File: src/periodic_timer_defines.svh
// Purpose: offsets, field positions and reset values of the periodic timer
// Assumes: 32-bit wishbone data, byte addressing, word aligned registers
// Notes: shared by every design file of the timer except the type package
`ifndef PERIODIC_TIMER_DEFINES_SVH
`define PERIODIC_TIMER_DEFINES_SVH

`define PT_CHANNELS 2
`define PT_ADR_W 12
`define PT_DATA_W 32

// register byte offsets
`define PT_MCR_OFS 12'h000
`define PT_LIFE_HI_OFS 12'h0e0
`define PT_LIFE_LO_OFS 12'h0e4
`define PT_IRQ_MASK_OFS 12'h0f0
`define PT_IRQ_STAT_OFS 12'h0f4
`define PT_CH_PAGE 4'h1
`define PT_LDV_SEL 2'h0
`define PT_CVAL_SEL 2'h1
`define PT_CTRL_SEL 2'h2
`define PT_FLG_SEL 2'h3

// field positions
`define PT_MODULE_DISABLE_BIT 1
`define PT_TEN_BIT 0
`define PT_TIE_BIT 1
`define PT_CHN_BIT 2
`define PT_TIF_BIT 0

// reset values
`define PT_MCR_RST 32'h0000_0002
`define PT_LDV_RST 32'h0000_0000
`define PT_MASK_RST 2'h3
`define PT_ZERO 32'h0000_0000

`endif

File: src/periodic_timer_pkg.sv
// Purpose: types shared by the periodic timer design files
// Assumes: two channels
// Notes: constants live in periodic_timer_defines.svh
package periodic_timer_pkg;

    // channel counter state
    typedef enum logic [1:0] {
        ch_idle = 2'b01,
        ch_run = 2'b10
    } chan_state_e;

    // per channel control word
    typedef struct packed {
        logic chain_mode;
        logic timer_irq_enable;
        logic timer_enable_bit;
    } channel_control_s;

endpackage

File: src/timer_channel.sv
// Purpose: one downcounting timer channel with reload and trigger
// Assumes: load value stable or changed only between expiries
// Notes: trigger is a one-cycle pulse at each expiry
`timescale 1ns/1ns
`include "periodic_timer_defines.svh"
module timer_channel (
    // clock and reset
    input wire logic clk,
    input wire logic rst_n,
    // control
    input wire logic active,
    input wire logic chained,
    input wire logic prev_tick,
    input wire logic [`PT_DATA_W-1:0] load_value,
    // status
    output logic [`PT_DATA_W-1:0] count,
    output logic tick
);
    periodic_timer_pkg::chan_state_e state_r;
    logic step;

    // chained channels step on the previous expiry only
    assign step = chained ? prev_tick : 1'b1;

    always_ff @(posedge clk or negedge rst_n) begin
        if (!rst_n) begin
            state_r <= periodic_timer_pkg::ch_idle;
            count <= `PT_ZERO;
            tick <= 1'b0;
        end else begin
            tick <= 1'b0;
            case (state_r)
                periodic_timer_pkg::ch_idle: begin
                    if (active) begin
                        count <= load_value;
                        state_r <= periodic_timer_pkg::ch_run;
                    end
                end
                periodic_timer_pkg::ch_run: begin
                    if (!active) begin
                        state_r <= periodic_timer_pkg::ch_idle;
                    end else if (step) begin
                        if (count == `PT_ZERO) begin
                            count <= load_value;
                            tick <= 1'b1;
                        end else begin
                            count <= count - 32'h0000_0001;
                        end
                    end
                end
                default: begin
                    state_r <= periodic_timer_pkg::ch_idle;
                end
            endcase
        end
    end
endmodule

File: src/timer_flag_bank.sv
// Purpose: sticky timeout flags, write-one-to-clear, interrupt merge
// Assumes: set and clear may arrive in the same cycle
// Notes: a set in the clear cycle wins
`timescale 1ns/1ns
`include "periodic_timer_defines.svh"
module timer_flag_bank (
    // clock and reset
    input wire logic clk,
    input wire logic rst_n,
    // events and clears
    input wire logic [`PT_CHANNELS-1:0] set,
    input wire logic [`PT_CHANNELS-1:0] clr,
    // gating
    input wire logic [`PT_CHANNELS-1:0] irq_en,
    input wire logic [`PT_CHANNELS-1:0] mask,
    // results
    output logic [`PT_CHANNELS-1:0] flags,
    output logic irq
);
    always_ff @(posedge clk or negedge rst_n) begin
        if (!rst_n) begin
            flags <= '0;
        end else begin
            flags <= (flags & ~clr) | set;
        end
    end

    // level output, held while any enabled flag stands
    assign irq = |(flags & irq_en & mask);
endmodule

File: src/periodic_timer.sv
// Purpose: two-channel periodic timer with chaining and lifetime view
// Assumes: classic wishbone slave, one clock, asynchronous reset
// Notes: every access is answered one cycle after the request
//
// Overview of operation
// - the timer stays idle until software writes 0 to the module_disable bit.
// - the expiry period of an unchained channel in clocks is the load value plus one.
// - setting timer_enable_bit starts the channel from its load value.
// - with timer_irq_enable at 0 the channel still emits trigger pulses.
// - each channel counter decrements from the load value toward zero.
// - a chained channel decrements once per expiry of the channel before it.
// - the lifetime value reads as an upper and a lower word, upper first.
// - at zero a channel pulses its trigger, sets its flag and reloads.
// - writing 1 clears a timeout flag, and a set flag with enable and its mask bit at 1 interrupts.
// - channel 0 ignores chain_mode.
`timescale 1ns/1ns
`include "periodic_timer_defines.svh"
module periodic_timer (
    // clock and reset
    input wire logic clk,
    input wire logic rst_n,
    // wishbone slave
    input wire logic wb_cyc_i,
    input wire logic wb_stb_i,
    input wire logic wb_we_i,
    input wire logic [`PT_ADR_W-1:0] wb_adr_i,
    input wire logic [3:0] wb_sel_i,
    input wire logic [`PT_DATA_W-1:0] wb_dat_i,
    output logic [`PT_DATA_W-1:0] wb_dat_o,
    output logic wb_ack_o,
    // timer outputs
    output logic [`PT_CHANNELS-1:0] trigger_o,
    output logic irq_o
);

////////////////////////////////////////////////////////////////////////////////
// helpers

    // merge write data into a word under byte enables
    function automatic logic [31:0] merge_bytes(
        input logic [31:0] old_v,
        input logic [31:0] new_v,
        input logic [3:0] sel
    );
        logic [31:0] res;
        res = old_v;
        for (int b = 0; b < 4; b++) begin
            if (sel[b]) begin
                res[b*8 +: 8] = new_v[b*8 +: 8];
            end
        end
        return res;
    endfunction

    // true when an address falls in the channel page of a given channel
    function automatic logic chan_hit(
        input logic [`PT_ADR_W-1:0] adr,
        input int unsigned ch
    );
        logic hit;
        hit = (adr[11:8] == `PT_CH_PAGE) && (adr[7:5] == 3'h0);
        return hit && (adr[4] == ch[0]);
    endfunction

////////////////////////////////////////////////////////////////////////////////
// bus handshake

    logic req;
    logic ack_r;
    logic wr_go;
    logic rd_go;
    logic [`PT_ADR_W-1:0] adr_w;
    logic [1:0] ch_sel;

    assign req = wb_cyc_i & wb_stb_i;
    // writes land on the edge where the master samples ack
    assign wr_go = req & wb_we_i & ack_r;
    // read data is latched as ack rises
    assign rd_go = req & ~wb_we_i & ~ack_r;
    assign adr_w = {wb_adr_i[11:2], 2'b00};
    assign ch_sel = adr_w[3:2];
    assign wb_ack_o = ack_r;

    always_ff @(posedge clk or negedge rst_n) begin
        if (!rst_n) begin
            ack_r <= 1'b0;
        end else begin
            ack_r <= req & ~ack_r;
        end
    end

////////////////////////////////////////////////////////////////////////////////
// module control

    logic [`PT_DATA_W-1:0] mcr_r;
    logic module_disable;

    always_ff @(posedge clk or negedge rst_n) begin
        if (!rst_n) begin
            mcr_r <= `PT_MCR_RST;
        end else if (wr_go && adr_w == `PT_MCR_OFS && wb_sel_i[0]) begin
            mcr_r <= {30'h0000_0000, wb_dat_i[`PT_MODULE_DISABLE_BIT], 1'b0};
        end
    end

    assign module_disable = mcr_r[`PT_MODULE_DISABLE_BIT];

////////////////////////////////////////////////////////////////////////////////
// interrupt mask

    logic [`PT_CHANNELS-1:0] irq_mask_r;

    always_ff @(posedge clk or negedge rst_n) begin
        if (!rst_n) begin
            irq_mask_r <= `PT_MASK_RST;
        end else if (wr_go && adr_w == `PT_IRQ_MASK_OFS && wb_sel_i[0]) begin
            irq_mask_r <= wb_dat_i[`PT_CHANNELS-1:0];
        end
    end

////////////////////////////////////////////////////////////////////////////////
// per channel registers and counters

    logic [`PT_DATA_W-1:0] load_value [`PT_CHANNELS];
    periodic_timer_pkg::channel_control_s channel_control [`PT_CHANNELS];
    logic [`PT_DATA_W-1:0] count [`PT_CHANNELS];
    logic [`PT_CHANNELS-1:0] tick;
    logic [`PT_CHANNELS-1:0] tie_vec;
    logic [`PT_CHANNELS-1:0] flag_clr;
    logic [`PT_CHANNELS-1:0] timeout_flag;
    logic stat_wr;

    assign stat_wr = wr_go && adr_w == `PT_IRQ_STAT_OFS && wb_sel_i[0];

    for (genvar c = 0; c < `PT_CHANNELS; c++) begin : g_ch
        logic ldv_wr;
        logic ctrl_wr;
        logic flg_wr;
        logic prev;
        logic chained;

        assign ldv_wr = wr_go && chan_hit(adr_w, c) && ch_sel == `PT_LDV_SEL;
        assign ctrl_wr = wr_go && chan_hit(adr_w, c) && ch_sel == `PT_CTRL_SEL;
        assign flg_wr = wr_go && chan_hit(adr_w, c) && ch_sel == `PT_FLG_SEL;

        // new load value is picked up at the next start from idle or the next reload
        always_ff @(posedge clk or negedge rst_n) begin
            if (!rst_n) begin
                load_value[c] <= `PT_LDV_RST;
            end else if (ldv_wr) begin
                load_value[c] <= merge_bytes(load_value[c], wb_dat_i, wb_sel_i);
            end
        end

        always_ff @(posedge clk or negedge rst_n) begin
            if (!rst_n) begin
                channel_control[c] <= '0;
            end else if (ctrl_wr && wb_sel_i[0]) begin
                channel_control[c].timer_enable_bit <= wb_dat_i[`PT_TEN_BIT];
                channel_control[c].timer_irq_enable <= wb_dat_i[`PT_TIE_BIT];
                // channel 0 has nothing to chain to
                channel_control[c].chain_mode <= (c != 0) && wb_dat_i[`PT_CHN_BIT];
            end
        end

        if (c == 0) begin : g_first
            assign prev = 1'b0;
            assign chained = 1'b0;
        end else begin : g_next
            assign prev = tick[c-1];
            assign chained = channel_control[c].chain_mode;
        end

        assign tie_vec[c] = channel_control[c].timer_irq_enable;
        // write one to clear, through the flag or the status alias
        assign flag_clr[c] = (flg_wr && wb_sel_i[0] && wb_dat_i[`PT_TIF_BIT]) ||
                             (stat_wr && wb_dat_i[c]);

        timer_channel u_chan (
            .clk(clk),
            .rst_n(rst_n),
            .active(channel_control[c].timer_enable_bit & ~module_disable),
            .chained(chained),
            .prev_tick(prev),
            .load_value(load_value[c]),
            .count(count[c]),
            .tick(tick[c])
        );
    end

    // triggers run regardless of interrupt enable
    assign trigger_o = tick;

////////////////////////////////////////////////////////////////////////////////
// timeout flags and interrupt

    timer_flag_bank u_flags (
        .clk(clk),
        .rst_n(rst_n),
        .set(tick),
        .clr(flag_clr),
        .irq_en(tie_vec),
        .mask(irq_mask_r),
        .flags(timeout_flag),
        .irq(irq_o)
    );

////////////////////////////////////////////////////////////////////////////////
// lifetime snapshot

    logic [`PT_DATA_W-1:0] life_lo_snap_r;
    logic life_hi_rd;

    assign life_hi_rd = rd_go && adr_w == `PT_LIFE_HI_OFS;

    // upper read freezes the lower half for the following lower read
    always_ff @(posedge clk or negedge rst_n) begin
        if (!rst_n) begin
            life_lo_snap_r <= `PT_ZERO;
        end else if (life_hi_rd) begin
            life_lo_snap_r <= count[0];
        end
    end

////////////////////////////////////////////////////////////////////////////////
// read data

    logic [`PT_DATA_W-1:0] rdata;

    always_comb begin
        rdata = `PT_ZERO;
        if (adr_w == `PT_MCR_OFS) begin
            rdata = mcr_r;
        end else if (adr_w == `PT_LIFE_HI_OFS) begin
            rdata = count[1];
        end else if (adr_w == `PT_LIFE_LO_OFS) begin
            rdata = life_lo_snap_r;
        end else if (adr_w == `PT_IRQ_MASK_OFS) begin
            rdata[`PT_CHANNELS-1:0] = irq_mask_r;
        end else if (adr_w == `PT_IRQ_STAT_OFS) begin
            rdata[`PT_CHANNELS-1:0] = timeout_flag;
        end else begin
            for (int c = 0; c < `PT_CHANNELS; c++) begin
                if (chan_hit(adr_w, c)) begin
                    case (ch_sel)
                        `PT_LDV_SEL: begin
                            rdata = load_value[c];
                        end
                        `PT_CVAL_SEL: begin
                            rdata = count[c];
                        end
                        `PT_CTRL_SEL: begin
                            rdata[`PT_TEN_BIT] = channel_control[c].timer_enable_bit;
                            rdata[`PT_TIE_BIT] = channel_control[c].timer_irq_enable;
                            rdata[`PT_CHN_BIT] = channel_control[c].chain_mode;
                        end
                        `PT_FLG_SEL: begin
                            rdata[`PT_TIF_BIT] = timeout_flag[c];
                        end
                        default: begin
                            rdata = `PT_ZERO;
                        end
                    endcase
                end
            end
        end
    end

    always_ff @(posedge clk or negedge rst_n) begin
        if (!rst_n) begin
            wb_dat_o <= `PT_ZERO;
        end else if (rd_go) begin
            wb_dat_o <= rdata;
        end
    end

endmodule

File: config.mk
export PLATFORM = sky130hd
export DESIGN_NAME = periodic_timer
export DESIGN_NICKNAME = d
export VERILOG_FILES = /design/src/periodic_timer_pkg.sv /design/src/timer_channel.sv /design/src/timer_flag_bank.sv /design/src/periodic_timer.sv
export VERILOG_INCLUDE_DIRS = /design/src
export SDC_FILE = /design/constraint.sdc
export NUM_CORES = 1
export LEC_CHECK = 0
export ABC_AREA = 1
export BUFFER_PORTS_ARGS = -buffer_cell sky130_fd_sc_hd__buf_4
export CAP_MARGIN = 10
export CORE_MARGIN = 1
export CORE_UTILIZATION = 40
export DETAILED_ROUTE_END_ITERATION = 8
export GPL_ROUTABILITY_DRIVEN = 1
export PLACE_DENSITY = 0.68
export SETUP_SLACK_MARGIN = 0.15
export SYNTH_ARGS = -nofsm -noshare
export SYNTH_HDL_FRONTEND = slang
export SYNTH_SLANG_ARGS = --single-unit
export TNS_END_PERCENT = 100
File: constraint.sdc
create_clock -name clk -period 2.4 [get_ports clk]
set_clock_uncertainty 0.15 [all_clocks]
set_input_delay 0.48 -clock clk [delete_from_list [all_inputs] [get_ports clk]]
set_output_delay 0.48 -clock clk [all_outputs]
set_load 0.01 [all_outputs]
==> impl_results.md <==
* Cells after DPL at 2205
* Yosys top cell area share at 41.7%
* Setup Viol. Count Final at 0
* Most common cell after layout, fill and taps aside: nand2_1
* Final setup margin at 265 ps
* CP Capture Type: register
* Diodes inserted at 0
* Routed vias at 12100
* Unrepaired setup endpoints after global routing: yes
* Crit path buffers/inverters at 2
* Worst R2R Setup Slack at 270 ps
* Filler Cell Count at 3009
* Layout overhead on the synthesized area at 18.1%
* Clock tree buffer depth at 3
* Drc violations at 0
* Outcome: finished clean
* Synth Area per Inst at 6.98 um^2
* Worst Setup Path Type: reg2reg
* Setup TNS at 0 ps
* Worst-Margin Slew at 591 ps
* Clock Power Share at 50.5%
* WHS Path Cells at 3
* Final Cycle Share at 89.0%
* Aggregate global routing overflow at 0
* # nets final at 1900
* GPL Wtd Cong at 0.947
* Power Density at 541 mW/mm^2
* First-iteration detailed-routing DRC count at 1360
* Routed len/inst at 17.5 um
* Yosys reg bits at 209
* Reg clk slew, reported paths at 60 ps
* Yosys Warn Count at 0
* Hold crit path type: in2reg
* Synth area leader: dfrtp_1
* Most frequent cells in the layout: 583 x nand2_1, 206 x inv_1, 204 x dfrtp_1
* Post-synthesis sequential area ratio at 42.7%
* DP Worst Slack at 161 ps
* Net Count, Synth at 1814
* WP depth at 9
* Number of synthesized flops with an enable pin at 0
* Clock Sinks at 209
* Initial antenna violation count at 0
* Routed vias/inst at 5.36
* Top_reg_cell synth: dfrtp_1
* # H-tree levels at 1
* Fin area at 0.0145 mm^2
* Pre-Repair DR Iteration Count at 6
* Top cells by area, synth: dfrtp_1 42%, nand2_1 18%, nand3_1 6.5%, inv_1 6.3%, o21ai_0 5.1%
* Net Sw Frac at 22.7%
* Layout cells sized above 1 at 11.5%
* Internal at 0.00605 W
* Final Hold Viols at 0
* Post-Syn Area at 0.0123 mm^2
* Reg power frac at 45.1%
* Final design utilization at 48.5%
* Crit start category: register
* CP Max Fanout at 14
* Die span in y at 177 um
* Count of different cell masters after synthesis at 41
* Total Routing Usage GR at 25.6%
* CTS tree: built
* Post-synthesis cell count at 1757
* Post-route ant nets at 0
* Top cell by count, worst path: nand3_1
* Vias in the first global route at 11000
* CTS Buf Count at 25
* CP required at 2660 ps
* FMAX at 468 MHz
* Switch Pwr at 0.00178 W
* CP peak stage delay at 390 ps
* WP data arrival at 2390 ps
* VDD IR max at 0.440 mV
* Synth async-reset ratio at 100%
* Slew HR at 60.6%
* Die area at 0.0313 mm^2
* I/O Buffers at 86
* Clock root cell: clkbuf_16
* Max Slew Vio Count at 0
* Largest net degree at the start of global routing at 65
* Final cell count without fillers at 2250
* Crit path time final at 2130 ps
* First-pass GRT wire length at 62.4 mm
* Area after DPL at 0.0136 mm^2
* Critical path, cell by cell: inv_1 > ha_1 > and3_1 > nand3_1 > o21ai_4 > buf_4 > nand2_1 > nand3_1 > o21ai_0
* Core area at 0.0299 mm^2
* Die Wd at 177 um
* Delay-heaviest family, CP: simple AND/OR/NAND/NOR gates
* # IOs at 89
* Max-cap violations at 0
* FP Rows at 63
* Total wire length at 39.4 mm
* DPL Wire Length at 29.7 mm
* Clock latency on the worst-skew pair at 540 ps
* Initial Util at 41.0%
* Cells on worst reg2reg path at 9
* Pleak at 7.32 nW
* Logic pwr share at 4.4%
* Slowest CP cell: dfrtp_1
==> per-stage QoR <==
step | power (W) | hold WS [ps]
detailed placement | 0.00394 | 256
global route | 0.00805 | 88.7
global placement | 0.00394 | 253
CTS | 0.00789 | 57.1
finish | 0.00783 | 67.3
floorplan | 0.00372 | 34.4
==> power by group through the flow <==
| stage | registers, W | clock network [W] | logic, W |
|---|---|---|---|
| finish | 0.00353 | 0.00395 | 0.000347 |
| CTS | 0.00353 | 0.00401 | 0.000351 |
| global route | 0.00353 | 0.00414 | 0.000381 |
| floorplan | 0.00360 | 0 | 0.000119 |
| detailed placement | 0.00360 | 0 | 0.000348 |
| global placement | 0.00360 | 0 | 0.000346 |
==> per-layer routing <==
layer	track usage, %	up-vias	part of all wire (%)
li1	-	5828	-
met1	39.2	5729	47
met2	38.3	453	44
met3	2.68	43	7.1
met4	5.85	0	2.0
met5	0	-	0
==> state kept, by name (all words and copies together) (netlist names) <==
signal / cells
g_ch.u_chan.count: 64
load_value: 64
life_lo_snap_r: 32
wb_dat_o: 32
channel_control: 4
g_ch.u_chan.state_r: 4
g_ch.u_chan.tick: 2
irq_mask_r: 2
u_flags.flags: 2
g_ch.chained: 1
mcr_r: 1
wb_ack_o: 1
==> final cells by class <==
type	instances	area, um^2	share of cell area (%)
Clock inverter	8	126	0.873
Sequential cell	209	5240	36.2
Clock buffer	36	727	5.02
Timing Repair Buffer	140	1190	8.22
Inverter	212	796	5.50
Tap cell	390	488	3.37
Multi-Input combinational cell	1255	5910	40.8
==> worst paths after layout <==
| check | to | startpoint |
|---|---|---|
| min in group asynchronous | g_ch[1].chained | rst_n |
| worst min register to register | wb_dat_o[8] | wb_dat_o[8] |
| max in group asynchronous | g_ch[0].u_chan.state_r[0] | rst_n |
| worst max-delay path | g_ch[1].u_chan.count[20] | g_ch[1].u_chan.count[0] |
| worst min-delay path | load_value[14] | wb_dat_i[14] |
| worst max register to register | g_ch[1].u_chan.count[20] | g_ch[1].u_chan.count[0] |
==> cell usage after synthesis, types with 5 or more instances <==
cell type,count
a21oi_1,30
o211ai_1,29
o21ai_1,23
dfstp_2,5
o2111ai_1,25
o21ai_0,125
nand4_1,16
clkbuf_1,48
nand3_1,159
inv_1,207
dfrtp_1,204
o22ai_1,33
buf_4,5
xor2_1,33
nand2_1,583
buf_2,24
nor3_1,16
nor2_1,147
==> worst register-to-register path: stages, from the launching register on <==
cell and delay [ps]:
dfrtp_1 390, inv_1 200, ha_1 270, and3_1 180, nand3_1 140, o21ai_4 190, buf_4 250, nand2_1 80
nand3_1 70, o21ai_0 90
==> logic make-up (layout without fill, tap and decap cells) <==
kind of cell               Yosys count  after routing  synth area share, %
xor gates and xnor gates            34             34                 2.43
adders and majority gates            4              4                0.408
AOI/OAI and AO/OA                  275            275                 13.3
and+or+nand+nor                    942            942                 31.8
DFF                                209            209                 42.7
buffers and inverters              293            396                 9.37
==> repair_timing <==
item | CTS | global route
gates resized for setup | 0 | 8
hold buffers | 1 | 0
setup buffers | 0 | 0
hold endpoints to repair | 41 | 0
setup endpoints to repair | 0 | 19
Note: power is estimated with default switching activity, not from simulation.
